## src/rtl/chab_params.svh

```systemverilog
/*
  Offsets, field positions, key bytes and sizes for the host access bridge.
  Assumes 16-bit host byte addresses and one 32-bit register per word.
*/
`ifndef CHAB_PARAMS_SVH
`define CHAB_PARAMS_SVH
// Indirect bank offsets.
`define CHAB_RD_FIFO_LO 16'h0000
`define CHAB_RD_FIFO_HI 16'h001C
`define CHAB_WR_FIFO_LO 16'h0020
`define CHAB_WR_FIFO_HI 16'h003C
`define CHAB_CSR_DATA   16'h0300
`define CHAB_CSR_CMD    16'h0304
`define CHAB_RD_AL      16'h0308
`define CHAB_RD_CMD     16'h030C
`define CHAB_WR_AL      16'h0310
`define CHAB_WR_CMD     16'h0314
`define CHAB_ERR        16'h0318
`define CHAB_HOST_KEY   16'h031C
// Direct-mapped space: core registers then process RAM.
`define CHAB_DM_CORE_TOP 16'h0FFF
`define CHAB_DM_RAM_LO   16'h1000
`define CHAB_DM_RAM_TOP  16'h2FFF
// Command register fields.
`define CHAB_BUSY_BIT  31
`define CHAB_RNW_BIT   30
`define CHAB_ABORT_BIT 30
`define CHAB_FLAG_BIT  0
`define CHAB_CNT_LSB   8
`define CHAB_SIZE_LSB  16
// Reset key bytes.
`define CHAB_KEY0 8'h52
`define CHAB_KEY1 8'h45
`define CHAB_KEY2 8'h53
// Misc.
`define CHAB_ERR_UNMAPPED 8'hF0
`define CHAB_FIFO_DEPTH   4
`define CHAB_FIFO_CW      3
`endif

```

## src/rtl/chab_pkg.sv

```systemverilog
/*
  Types of the host access bridge: state codes and request carriers.
  Assumes the constants header is compiled alongside.
*/
`default_nettype none
package chab_pkg;
  // One-hot states of the access sequencer.
  typedef enum logic [4:0] {
    ST_IDLE = 5'h01,
    ST_DM   = 5'h02,
    ST_CSR  = 5'h04,
    ST_PRD  = 5'h08,
    ST_PWR  = 5'h10
  } chab_state_t;
  // Host access as handed over by the serial slave logic.
  typedef struct packed {
    logic        wr;
    logic [15:0] addr;
    logic [3:0]  be;
    logic [31:0] wdata;
  } chab_host_req_t;
  // Request toward the internal process data port.
  typedef struct packed {
    logic        rd;
    logic        wr;
    logic [15:0] addr;
    logic [3:0]  be;
    logic [31:0] wdata;
  } chab_pdp_req_t;
  // Error events coming from the serial slave logic.
  typedef struct packed {
    logic       err;
    logic [7:0] code;
  } chab_err_t;
endpackage
`default_nettype wire

```

## src/rtl/chab_top.sv

```systemverilog
/*
  Host access bridge: direct-mapped path onto the internal process data
  port, the indirect register bank with its data FIFOs, error logging and
  the reset key detector.
  Assumes the serial slave, the process data port and the key strobes
  all run on I_SYS_CLK; the serial framing lies outside.
*/
// Operation
// RL1 - Direct-mapped mode sends host accesses to the port, bank is bypassed.
// RL2 - Direct-mapped read presents address, byte enables and read request.
// RL3 - The port answers each read with acknowledge and data.
// RL4 - Read data is taken from the lane of the byte address.
// RL5 - Direct-mapped write presents address, enables, data, request; waits acknowledge.
// RL6 - Write bytes are placed on lanes chosen by address and enables.
// RL7 - Each detected access error increments a readable error counter.
// RL8 - Cause of the latest access error is readable.
// RL9 - Network key bytes 52h, 45h, 53h in three frames trigger reset.
// RL10 - Host writes 52h, 45h, 53h to its key register to reset.
// RL11 - In direct-mapped mode the indirect bank and FIFOs are inaccessible.
// RL12 - Read FIFO decodes at 000h-01Ch, write FIFO at 020h-03Ch.
// RL13 - Command and address registers sit at 300h through 314h.
// RL14 - Read FIFO is read-only and valid only while its flag is 1.
// RL15 - Host reads the read FIFO only when data is available.
// RL16 - Write FIFO is write-only and words go toward process RAM.
// RL17 - Host writes the write FIFO only while space is flagged.
// RL18 - Lanes outside start address and length are not written.
// RL19 - A count field tells how many FIFO writes may follow.
// RL20 - Direct map: core at 0-FFFh, process RAM at 1000h-2FFFh.
// RL21 - Direct-mapped mode only when the selection field chooses it.
// RL22 - Core command busy stays set until the operation completes.
// RL23 - A wrong key byte restarts the key sequence.
`include "chab_params.svh"
`default_nettype none

// ****************************************************************
// FIFO with valid and ready on both sides.
// ****************************************************************
module chab_fifo #(
  parameter int W = 32,
  parameter int D = 4
) (
  input  wire logic                 i_clk,
  input  wire logic                 i_reset_n,
  input  wire logic                 i_in_valid,
  output logic                      o_in_ready,
  input  wire logic [W-1:0]         i_in_data,
  output logic                      o_out_valid,
  input  wire logic                 i_out_ready,
  output logic [W-1:0]              o_out_data,
  output logic [$clog2(D+1)-1:0]    o_count
);
  localparam int AW = $clog2(D);
  localparam int CW = $clog2(D+1);
  typedef struct packed {
    logic [D-1:0][W-1:0] mem;
    logic [AW-1:0]       wp;
    logic [AW-1:0]       rp;
    logic [CW-1:0]       cnt;
  } chab_fifo_st_t;
  chab_fifo_st_t r;
  chab_fifo_st_t next_r;
  logic          push;
  logic          pop;

  // Full and empty come straight from the count, so they never lie.
  assign o_in_ready  = (r.cnt != CW'(D));
  assign o_out_valid = (r.cnt != '0);
  assign o_out_data  = r.mem[r.rp];
  assign o_count     = r.cnt;
  assign push        = i_in_valid && o_in_ready;
  assign pop         = o_out_valid && i_out_ready;

  // Pointers wrap at the depth, which is a power of two here.
  always_comb begin
    next_r = r;
    if (push) begin
      next_r.mem[r.wp] = i_in_data;
      next_r.wp        = r.wp + AW'(1);
    end
    if (pop) begin
      next_r.rp = r.rp + AW'(1);
    end
    next_r.cnt = r.cnt + CW'(push) - CW'(pop);
  end

  // Storage registers.
  always_ff @(posedge i_clk or negedge i_reset_n) begin
    if (!i_reset_n) begin
      r <= '0;
    end else begin
      r <= next_r;
    end
  end
endmodule

// ****************************************************************
// Bridge top.
// ****************************************************************
module chab_top
  import chab_pkg::*;
(
  input  wire logic           I_SYS_CLK,
  input  wire logic           I_RESET_N,
  input  wire logic           I_DIRECT_MAPPED,
  input  wire logic           I_HOST_REQ,
  input  wire chab_host_req_t I_HOST,
  output logic                O_HOST_BUSY,
  output logic                O_HOST_ACK,
  output logic [31:0]         O_HOST_RDATA,
  input  wire chab_err_t      I_SPI_ERR,
  input  wire logic           I_NET_KEY_WE,
  input  wire logic [7:0]     I_NET_KEY_BYTE,
  output chab_pdp_req_t       O_PDP,
  input  wire logic           I_PDP_ACK,
  input  wire logic [31:0]    I_PDP_RDATA,
  output logic                O_DEVICE_RESET
);
  typedef struct packed {
    chab_state_t   state;
    chab_pdp_req_t pdp;
    logic          host_ack;
    logic [31:0]   host_rdata;
    logic [1:0]    lane;
    logic [31:0]   csr_data;
    logic          indirect_op_busy;
    logic          csr_rnw;
    logic [2:0]    csr_size;
    logic [15:0]   csr_addr;
    logic [15:0]   rd_addr;
    logic [15:0]   rd_len;
    logic          rd_busy;
    logic [15:0]   wr_addr;
    logic [15:0]   wr_len;
    logic          wr_busy;
    logic [7:0]    err_cnt;
    logic [7:0]    err_code;
    logic [1:0]    net_stage;
    logic [1:0]    host_stage;
    logic          dev_reset;
  } chab_regs_t;

  chab_regs_t  r;
  chab_regs_t  next_r;
  logic        wf_push;
  logic        wf_ready;
  logic        wf_valid;
  logic        wf_pop;
  logic [31:0] wf_data;
  logic [2:0]  wf_cnt;
  logic        rf_push;
  logic        rf_ready;
  logic        rf_valid;
  logic        rf_pop;
  logic [31:0] rf_data;
  logic [2:0]  rf_cnt;
  logic [2:0]  wr_space;
  logic        in_rd_win;
  logic        in_wr_win;
  logic        dm_err;

  // ****************************************************************
  // Helper functions.
  // ****************************************************************
  // Bytes a transfer moves in the current word: up to the word end or length.
  function automatic logic [15:0] take_bytes(input logic [1:0] a, input logic [15:0] len);
    logic [15:0] room;
    room = 16'h0004 - {14'h0000, a};
    take_bytes = (len < room) ? len : room;
  endfunction

  // Lanes holding valid bytes of a word, from address and length.
  function automatic logic [3:0] lane_mask(input logic [1:0] a, input logic [15:0] len);
    logic [15:0] t;
    t = take_bytes(a, len);
    lane_mask = 4'h0;
    for (int i = 0; i < 4; i++) begin
      lane_mask[i] = (2'(i) >= a) && ((16'(i) - {14'h0000, a}) < t);
    end
  endfunction

  // Next key detector stage; a wrong byte restarts, a first key byte re-arms.
  function automatic logic [1:0] key_step(input logic [1:0] s, input logic [7:0] b);
    logic [7:0] want;
    want = (s == 2'h0) ? `CHAB_KEY0 : (s == 2'h1) ? `CHAB_KEY1 : `CHAB_KEY2;
    if (b == want && s != 2'h2) begin
      key_step = s + 2'h1;
    end else begin
      key_step = (b == `CHAB_KEY0) ? 2'h1 : 2'h0;
    end
  endfunction

  // ****************************************************************
  // Data FIFOs of the indirect path.
  // ****************************************************************
  chab_fifo #(.W(32), .D(`CHAB_FIFO_DEPTH)) u_wr_fifo (
    .i_clk       (I_SYS_CLK),
    .i_reset_n   (I_RESET_N),
    .i_in_valid  (wf_push),
    .o_in_ready  (wf_ready),
    .i_in_data   (I_HOST.wdata),
    .o_out_valid (wf_valid),
    .i_out_ready (wf_pop),
    .o_out_data  (wf_data),
    .o_count     (wf_cnt)
  );

  chab_fifo #(.W(32), .D(`CHAB_FIFO_DEPTH)) u_rd_fifo (
    .i_clk       (I_SYS_CLK),
    .i_reset_n   (I_RESET_N),
    .i_in_valid  (rf_push),
    .o_in_ready  (rf_ready),
    .i_in_data   (I_PDP_RDATA),
    .o_out_valid (rf_valid),
    .i_out_ready (rf_pop),
    .o_out_data  (rf_data),
    .o_count     (rf_cnt)
  );

  // Decode of the FIFO windows and the free space shown to the host.
  assign in_rd_win = (I_HOST.addr >= `CHAB_RD_FIFO_LO) && (I_HOST.addr <= `CHAB_RD_FIFO_HI); // see RL12
  assign in_wr_win = (I_HOST.addr >= `CHAB_WR_FIFO_LO) && (I_HOST.addr <= `CHAB_WR_FIFO_HI); // see RL12
  assign wr_space  = 3'(`CHAB_FIFO_DEPTH) - wf_cnt; // see RL19

  // ****************************************************************
  // Sequencer and register bank.
  // ****************************************************************
  // Host accesses win over the engines; the engines only run from idle.
  always_comb begin
    next_r           = r;
    next_r.host_ack  = 1'b0;
    next_r.dev_reset = 1'b0;
    wf_push          = 1'b0;
    wf_pop           = 1'b0;
    rf_push          = 1'b0;
    rf_pop           = 1'b0;
    dm_err           = 1'b0;
    // Transfers end on their own once the length is used up.
    if (r.rd_busy && r.rd_len == 16'h0000) begin
      next_r.rd_busy = 1'b0;
    end
    if (r.wr_busy && r.wr_len == 16'h0000) begin
      next_r.wr_busy = 1'b0;
    end
    unique case (r.state)
      ST_IDLE: begin
        if (I_HOST_REQ && I_DIRECT_MAPPED) begin // see RL21 RL11
          if (I_HOST.addr <= `CHAB_DM_RAM_TOP) begin // see RL20
            // Word address out, bytes moved onto their lanes.
            next_r.state     = ST_DM; // see RL1
            next_r.lane      = I_HOST.addr[1:0];
            next_r.pdp.rd    = !I_HOST.wr; // see RL2
            next_r.pdp.wr    = I_HOST.wr; // see RL5
            next_r.pdp.addr  = {I_HOST.addr[15:2], 2'b00};
            next_r.pdp.be    = I_HOST.be << I_HOST.addr[1:0]; // see RL6
            next_r.pdp.wdata = I_HOST.wdata << {I_HOST.addr[1:0], 3'b000}; // see RL6
          end else begin
            next_r.host_ack   = 1'b1;
            next_r.host_rdata = 32'h0000_0000;
            dm_err            = 1'b1;
          end
        end else if (I_HOST_REQ) begin
          next_r.host_ack   = 1'b1;
          next_r.host_rdata = 32'h0000_0000;
          if (!I_HOST.wr) begin
            if (in_rd_win) begin
              // An empty FIFO reads zero and is not popped.
              next_r.host_rdata = rf_valid ? rf_data : 32'h0000_0000; // see RL14
              rf_pop            = rf_valid; // see RL14
            end else begin
              unique case (I_HOST.addr)
                `CHAB_CSR_DATA: next_r.host_rdata = r.csr_data;
                `CHAB_CSR_CMD: next_r.host_rdata = {r.indirect_op_busy, r.csr_rnw, 11'h000,
                                                    r.csr_size, r.csr_addr}; // see RL13
                `CHAB_RD_AL: next_r.host_rdata = {r.rd_len, r.rd_addr};
                `CHAB_RD_CMD: next_r.host_rdata = {r.rd_busy, 20'h00000, rf_cnt,
                                                   7'h00, rf_valid}; // see RL14
                `CHAB_WR_AL: next_r.host_rdata = {r.wr_len, r.wr_addr};
                `CHAB_WR_CMD: next_r.host_rdata = {r.wr_busy, 20'h00000, wr_space,
                                                   7'h00, wf_ready}; // see RL19
                `CHAB_ERR: next_r.host_rdata = {16'h0000, r.err_code, r.err_cnt}; // see RL7
                default: next_r.host_rdata = 32'h0000_0000;
              endcase
            end
          end else if (in_wr_win) begin
            // Words beyond the free space are dropped.
            wf_push = 1'b1; // see RL16
          end else begin
            unique case (I_HOST.addr)
              `CHAB_CSR_DATA: begin
                if (!r.indirect_op_busy) begin
                  next_r.csr_data = I_HOST.wdata;
                end
              end
              `CHAB_CSR_CMD: begin
                if (!r.indirect_op_busy) begin
                  next_r.csr_rnw  = I_HOST.wdata[`CHAB_RNW_BIT];
                  next_r.csr_size = I_HOST.wdata[`CHAB_SIZE_LSB+:3];
                  next_r.csr_addr = I_HOST.wdata[15:0];
                  next_r.indirect_op_busy = I_HOST.wdata[`CHAB_BUSY_BIT]; // see RL22
                end
              end
              `CHAB_RD_AL: begin
                if (!r.rd_busy) begin
                  {next_r.rd_len, next_r.rd_addr} = I_HOST.wdata;
                end
              end
              `CHAB_RD_CMD: begin
                // Built on the next value so a self-clear in this cycle is not undone.
                next_r.rd_busy = (next_r.rd_busy || I_HOST.wdata[`CHAB_BUSY_BIT])
                                 && !I_HOST.wdata[`CHAB_ABORT_BIT];
              end
              `CHAB_WR_AL: begin
                if (!r.wr_busy) begin
                  {next_r.wr_len, next_r.wr_addr} = I_HOST.wdata;
                end
              end
              `CHAB_WR_CMD: begin
                next_r.wr_busy = (next_r.wr_busy || I_HOST.wdata[`CHAB_BUSY_BIT])
                                 && !I_HOST.wdata[`CHAB_ABORT_BIT];
              end
              `CHAB_ERR: next_r.err_cnt = 8'h00;
              `CHAB_HOST_KEY: begin
                next_r.host_stage = key_step(r.host_stage, I_HOST.wdata[7:0]); // see RL23
                next_r.dev_reset  = (r.host_stage == 2'h2)
                                    && (I_HOST.wdata[7:0] == `CHAB_KEY2); // see RL10
              end
              default: ;
            endcase
          end
        end else if (r.indirect_op_busy) begin
          // Core register access, size picks lanes from the low address bits.
          next_r.state     = ST_CSR;
          next_r.pdp.rd    = r.csr_rnw;
          next_r.pdp.wr    = !r.csr_rnw;
          next_r.pdp.addr  = {r.csr_addr[15:2], 2'b00};
          next_r.pdp.be    = lane_mask(r.csr_addr[1:0], {13'h0000, r.csr_size});
          next_r.pdp.wdata = r.csr_data << {r.csr_addr[1:0], 3'b000};
        end else if (r.wr_busy && r.wr_len != 16'h0000 && wf_valid) begin
          // Lanes outside the transfer stay disabled.
          wf_pop           = 1'b1; // see RL16
          next_r.state     = ST_PWR;
          next_r.pdp.wr    = 1'b1;
          next_r.pdp.addr  = {r.wr_addr[15:2], 2'b00};
          next_r.pdp.be    = lane_mask(r.wr_addr[1:0], r.wr_len); // see RL18
          next_r.pdp.wdata = wf_data;
        end else if (r.rd_busy && r.rd_len != 16'h0000 && rf_ready) begin
          // Only start a word when the read FIFO has room for it.
          next_r.state    = ST_PRD;
          next_r.pdp.rd   = 1'b1;
          next_r.pdp.addr = {r.rd_addr[15:2], 2'b00};
          next_r.pdp.be   = 4'hF;
        end
      end
      ST_DM: begin
        if (I_PDP_ACK) begin
          next_r.state      = ST_IDLE;
          next_r.pdp        = '0;
          next_r.host_ack   = 1'b1; // see RL3
          next_r.host_rdata = r.pdp.rd ? (I_PDP_RDATA >> {r.lane, 3'b000}) : 32'h0000_0000; // see RL4
        end
      end
      ST_CSR: begin
        if (I_PDP_ACK) begin
          next_r.state    = ST_IDLE;
          next_r.pdp      = '0;
          next_r.indirect_op_busy = 1'b0; // see RL22
          if (r.csr_rnw) begin
            next_r.csr_data = I_PDP_RDATA >> {r.csr_addr[1:0], 3'b000};
          end
        end
      end
      ST_PRD: begin
        if (I_PDP_ACK) begin
          rf_push        = 1'b1;
          next_r.state   = ST_IDLE;
          next_r.pdp     = '0;
          next_r.rd_addr = r.rd_addr + take_bytes(r.rd_addr[1:0], r.rd_len);
          next_r.rd_len  = r.rd_len - take_bytes(r.rd_addr[1:0], r.rd_len);
        end
      end
      ST_PWR: begin
        if (I_PDP_ACK) begin
          next_r.state   = ST_IDLE;
          next_r.pdp     = '0;
          next_r.wr_addr = r.wr_addr + take_bytes(r.wr_addr[1:0], r.wr_len);
          next_r.wr_len  = r.wr_len - take_bytes(r.wr_addr[1:0], r.wr_len);
        end
      end
      default: begin
        next_r.state = ST_IDLE;
        next_r.pdp   = '0;
      end
    endcase
    // An error in the clearing cycle still counts; the counter saturates.
    if (I_SPI_ERR.err || dm_err) begin
      next_r.err_cnt  = (next_r.err_cnt == 8'hFF) ? 8'hFF : next_r.err_cnt + 8'h01; // see RL7
      next_r.err_code = I_SPI_ERR.err ? I_SPI_ERR.code : `CHAB_ERR_UNMAPPED; // see RL8
    end
    // Each network strobe is one frame of the key sequence.
    if (I_NET_KEY_WE) begin
      next_r.net_stage = key_step(r.net_stage, I_NET_KEY_BYTE); // see RL23
      if (r.net_stage == 2'h2 && I_NET_KEY_BYTE == `CHAB_KEY2) begin
        next_r.dev_reset = 1'b1; // see RL9
      end
    end
  end

  // State register.
  always_ff @(posedge I_SYS_CLK or negedge I_RESET_N) begin
    if (!I_RESET_N) begin
      r <= '{state: ST_IDLE, default: '0};
    end else begin
      r <= next_r;
    end
  end

  // Outputs; busy is combinational so the host never issues mid-transfer.
  assign O_HOST_BUSY    = (r.state != ST_IDLE);
  assign O_HOST_ACK     = r.host_ack;
  assign O_HOST_RDATA   = r.host_rdata;
  assign O_PDP          = r.pdp;
  assign O_DEVICE_RESET = r.dev_reset;
endmodule
`default_nettype wire

```

## config.mk

```make
export PLATFORM = sky130hd
export DESIGN_NAME = chab_top
export DESIGN_NICKNAME = d
export VERILOG_FILES = /design/src/rtl/chab_pkg.sv /design/src/rtl/chab_top.sv
export VERILOG_INCLUDE_DIRS = /design/src /design/src/rtl
export SDC_FILE = /design/constraint.sdc
export NUM_CORES = 1
export LEC_CHECK = 0
export BUFFER_PORTS_ARGS = -buffer_cell sky130_fd_sc_hd__buf_2
export CAP_MARGIN = 20
export CORE_ASPECT_RATIO = 0.8
export CORE_UTILIZATION = 50
export CTS_BUF_LIST = sky130_fd_sc_hd__clkbuf_2 sky130_fd_sc_hd__clkbuf_4 sky130_fd_sc_hd__clkbuf_8
export CTS_CLUSTER_SIZE = 24
export DETAILED_ROUTE_END_ITERATION = 7
export GPL_TIMING_DRIVEN = 0
export PLACE_DENSITY = 0.75
export SLEW_MARGIN = 20
export SYNTH_ARGS = -nofsm -noshare
export SYNTH_HDL_FRONTEND = slang
export SYNTH_HIERARCHICAL = 1
export SYNTH_SLANG_ARGS = --single-unit
```

## constraint.sdc

```tcl
create_clock -name I_SYS_CLK -period 5.6 [get_ports I_SYS_CLK]
set_input_delay 0.28 -clock I_SYS_CLK [delete_from_list [all_inputs] [get_ports I_SYS_CLK]]
set_output_delay 0.28 -clock I_SYS_CLK [all_outputs]
set_load 0.01 [all_outputs]
```

Yosys cells after proc, flatten, opt, wreduce, memory -nomap -nowiden
Cells that the tools add are included.

word-level totals
  register bits = 504
  logic and storage cells = 317

operators by class
  add/sub/neg operators = 27
  order comparisons = 30
  equal/unequal tests = 54
  shifts and indexed selects = 5
  muxes and demuxes = 100
  bitwise gates (word level) = 3
  reductions and logical operators = 59

operators by type and width
  operator                                                                  count
  32-bit 2-to-1 mux                                                         18
  127-bit 2-to-1 mux                                                        4
  128-bit bitwise mux                                                       2
  59-bit 2-to-1 mux                                                         4
  32-bit case mux with 7 select lines                                       1
  92-bit 2-to-1 mux                                                         2
  59-bit case mux with 3 select lines                                       1
  16-bit less-than comparator                                               10
  33-bit case mux with 2 select lines                                       2
  32-bit binary-select mux with 2-bit select                                2
  32-bit demux with 2-bit select                                            2
  16-bit by 10-bit equality test with 1-bit output (second input constant)  8
  32-bit case mux with 2 select lines                                       2
  33-bit 2-to-1 mux                                                         3
  16-bit 2-to-1 mux                                                         4
  32-bit by 5-bit << shifter with 32-bit output                             2
  32-bit by 5-bit right shift with 32-bit output                            2
  21-bit 2-to-1 mux                                                         2
  20-bit 2-to-1 mux                                                         2
  1-bit 2-to-1 mux                                                          37
  16-bit adder                                                              2
  8-bit by 7-bit equality test with 1-bit output (second input constant)    4
  16-bit zero test                                                          2
  16-bit nonzero test                                                       2
  other kinds (55)                                                          158

Longest topological paths before layout
  word-level depth = 14
  mapped depth = 20
  mapped depth without buffers = 20

Modules after synthesis
The synthesis kept the hierarchy.

modules (own cells, without submodules)
  module                 times used  cells each  area each (µm²)
  chab_top               1           2,228       18,669.2
  chab_fifo (u_rd_fifo)  1           836         9,242.6
  chab_fifo (u_wr_fifo)  1           350         6,591.3

Worst setup path after synthesis
OpenSTA, ideal clock, no wires.

  path kind = reg-to-reg
  start point = register r[39] (netlist name)
  end point = register r[50] (netlist name)
  setup time = 132 ps
  arrival time = 4,578 ps
  data required time = 5,468 ps
  path slack = 891 ps
  cell stages (with the launch flop) = 18
  clock period less this slack = 4,709 ps
  path through = dfrtp_1 > inv_1 > ha_1 > inv_1 > ha_1 > a21o_1 > a31oi_1 > and2_4 > buf_2 > o21ai_0 > ha_1 > fa_1 > a311oi_1 > nor2_1 > a31o_1 > a311o_1 > a31oi_1 > o21ai_1

==> metrics.csv <==
metric,value,unit
met2_usage,50.97,%
synth_edf_count,0,
p_int,0.009158,W
hold_path_class,in2reg,
cpMaxStageDelayCell,dfrtp_2,
grt_first_pass_wirelength,199200,µm
crit_path_start_kind,flip-flop,
dp.cells,4588,
p_clk_share,22.9,%
cts_tree,done,
synth_area,0.03450,mm²
antenna_found_initial,14,
top_level_ports,197,
run_status,completed,
drt_iter0_drc,5269,
cts.path.max_buffers,3,
skew,0.04441,ns
start_util,50.93,%
synthTopCellsByArea,"dfrtp_1 36%, mux2_4 5.2%, ha_1 4.4%",
yosysSeqAreaShare,36.41,%
synthMuxAreaShare,14.47,%
crit_type,reg2reg,
ys_ff_latch,502,
num_rows,85,
place_hpwl,99670,µm
cp.arrival,5.84,ns
synth-simple-area-share,15.23,%
viasPerCell,6.667,
wl,135400,µm
multi_input_area,0.01976,mm²
setup_viol,0,
clkLatencyLatePin,0.73,ns
cp_max_fo,22,
synth_xor_area_share,0.9646,%
tightestPinTransition,1.181,ns
yosysTopAreaCell,dfrtp_1,
required,6.18,ns
area_growth,14.71,%
power_density,416.6,mW/mm²
drive_gt1_share,24.46,%
fp.dieW,295.7,µm
combinationalPowerShare,46.2,%
final_max_slew_viol_count,0,
cpLargestDelayFamily,compound AO/OA/AOI/OAI gates,
drv_cap,0,
grt_util_met3,13.68,%
cp-end-kind,flip-flop,
synth_top_area_share,36.34,%
cts_made_buffers,87,
instances_no_fill,4811,
yosys_warnings,6,
grt_remaining_overflow,0,
synth_top_family_by_area,compound AO/OA/AOI/OAI gates,
async_flop_share,100.0,%
crit_buf_inv,5,
ir_worst_vdd,0.2591,mV
grt_start_max_net_pins,96,
postSynthAreaPerCell,10.11,µm²
grt_pass1_vias,29950,
die_area,0.07007,mm²
track_usage,38.41,%
vias,32070,
cts.clk_slew.worst_paths,0.07,ns
swShare,44.46,%
wl_per_cell,28.14,µm
grtUsageMet1,55.67,%
nets,4063,
ys_types,108,
ctsRootBufferMaster,clkbuf_8,
seqCellArea,0.01256,mm²
cts_sinks,502,
fillCellCount,5806,
power.leakage,16.88,nW
hold_violations,0,
syn_inst,3414,
postLayoutCoreUtil,58.42,%
dieHeight,237.0,µm
drc,0,
synth_compound_area_share,21.08,%
seq_power_share,30.9,%
fin_crit,5.257,ns
port_buffers,192,
ys_dominant_reg_cell,dfrtp_1,
max_freq,0.1902,GHz
post-route-period-util,93.88,%
core_area,0.06775,mm²
busiest_layer,met1,
first_pass_iters,8,
p_switching,0.007331,W
cts.htree.levels,3,
ant_nets,0,
slowest_delay,0.58,ns
synthAdderAreaFrac,4.761,%
max-slew-margin-rel,20.67,%
gp_congestion,1.039,
path_cells,inv_1 > ha_1 > clkinvlp_4 > ha_1 > a21o_1 > a31oi_1 > and2_4 > buf_2 > nor2_1 > a21o_1 > inv_1 > ha_1 > a21oi_1 > inv_1 > a311oi_1 > o31ai_2 > a21oi_1 > nor2_1 > o311ai_1 > o211ai_1,
[registers in the layout (all words and copies together), names as in the netlist]
signal and count:
O_PDP 52, O_HOST_RDATA 32, u_wr_fifo/o_count 3, u_rd_fifo/r 132
u_rd_fifo/o_count 3, u_wr_fifo/r 132, O_HOST_ACK 1, r 146
O_DEVICE_RESET 1
[cells in the final DEF (no fill, tap or decap), types with 130 or more instances in the layout]
cell type	count
clkbuf_1	208
nand3_1	172
o21ai_0	150
buf_2	244
nand4bb_1	130
nor2_1	203
dfrtp_1	500
nand2_1	213
a21oi_1	186
o211ai_1	136
[synthesized netlist by cell type, drive strengths merged, types with 25 or more instances]
library cell,instances
nor2b,31
a21bo,128
a22o,31
nor3,44
o211ai,136
mux2i,105
nand4bb,130
a21oi,190
a21o,35
mux4,64
xnor2,25
nor2,207
dfrtp,501
inv,72
buf,185
o31ai,35
a211oi,43
o21ai,177
ha,120
mux2,182
a221oi,53
clkbuf,210
nand3,172
nand2,213
a31oi,62
[worst register-to-register path, cell delays in order, from the launching register on]
cell and delay (ns):
dfrtp_2 0.58, inv_1 0.29, ha_1 0.36, clkinvlp_4 0.16, ha_1 0.31, a21o_1 0.18
a31oi_1 0.27, and2_4 0.23, buf_2 0.21, nor2_1 0.06, a21o_1 0.19, inv_1 0.22
ha_1 0.32, a21oi_1 0.14, inv_1 0.05, a311oi_1 0.49, o31ai_2 0.16, a21oi_1 0.33
nor2_1 0.14, o311ai_1 0.29, o211ai_1 0.14
[repair_timing]
| action | in CTS | in global routing |
|---|---|---|
| hold buffers | 62 | 0 |
| gates cloned | 0 | 0 |
| setup endpoints to repair | 10 | 14 |
| hold endpoints to repair | 216 | 0 |
| buffers inserted | 0 | 2 |
| gates resized for setup | 1 | 2 |
[power by group through the flow]
stage               clock, W  sequential (W)  combinational (W)
floorplan                  0         0.00467            0.00513
global placement           0         0.00507            0.00707
detailed placement         0         0.00507            0.00720
CTS                  0.00378         0.00502            0.00728
global route         0.00395         0.00511            0.00811
finish               0.00377         0.00510            0.00762
[final cells by class]
class	count	area share [%]
Clock buffer	133	4.246
Tap cell	913	2.886
Sequential cell	502	31.75
Buffer	395	5.466
Inverter	73	0.7018
Clock inverter	19	0.5343
Antenna cell	6	0.03794
Timing Repair Buffer	263	4.448
Multi-Input combinational cell	2507	49.94
[path summary, 6_finish.rpt]
check,slack (ns),cells past startpoint,endpoint,from
min,0.04,4,O_PDP[49],I_HOST[49]
max reg2reg,0.34,20,r[53],r[39]
min in group asynchronous,0.11,2,u_rd_fifo/r[15],I_RESET_N
max in group asynchronous,3.67,5,u_wr_fifo/r[85],I_RESET_N
max,0.34,20,r[53],r[39]
min reg2reg,0.49,2,O_PDP[24],O_PDP[24]
[per-stage QoR]
step / hold slack [ns] / instance area, µm² / power (W) / setup slack [ns] / setup TNS (ns)
after CTS: 0.004034 / 39510 / 0.01608 / 0.09916 / 0
after floorplan: -0.01559 / 34740 / 0.009801 / 0.8907 / 0
after global placement: 0.4701 / 36840 / 0.01214 / -6.509 / -3217.04
final: 0.03894 / 39580 / 0.01649 / 0.3425 / 0
after global routing: 0.03713 / 39570 / 0.01717 / -0.01509 / -0.01509
after detailed placement: 0.2642 / 37000 / 0.01227 / -0.2118 / -0.8638
[layer usage]
metal  vias up  wire length (µm)
met3       370             20540
met4         4              6134
li1      13550                 -
met5         -                34
met2      2409             53600
met1     15740             55060
[kinds of logic (layout without fill, tap and decap cells)]
logic type / Yosys count / count (layout)
AOI/OAI and AO/OA: 1015 / 1015
and+or+nand+nor: 910 / 910
DFF: 502 / 502
buffers and inverters: 468 / 883
muxes: 351 / 351
adders and majority gates: 128 / 128
xor gates and xnor gates: 38 / 38
other: 2 / 71
(Power assumes the default switching activity.)
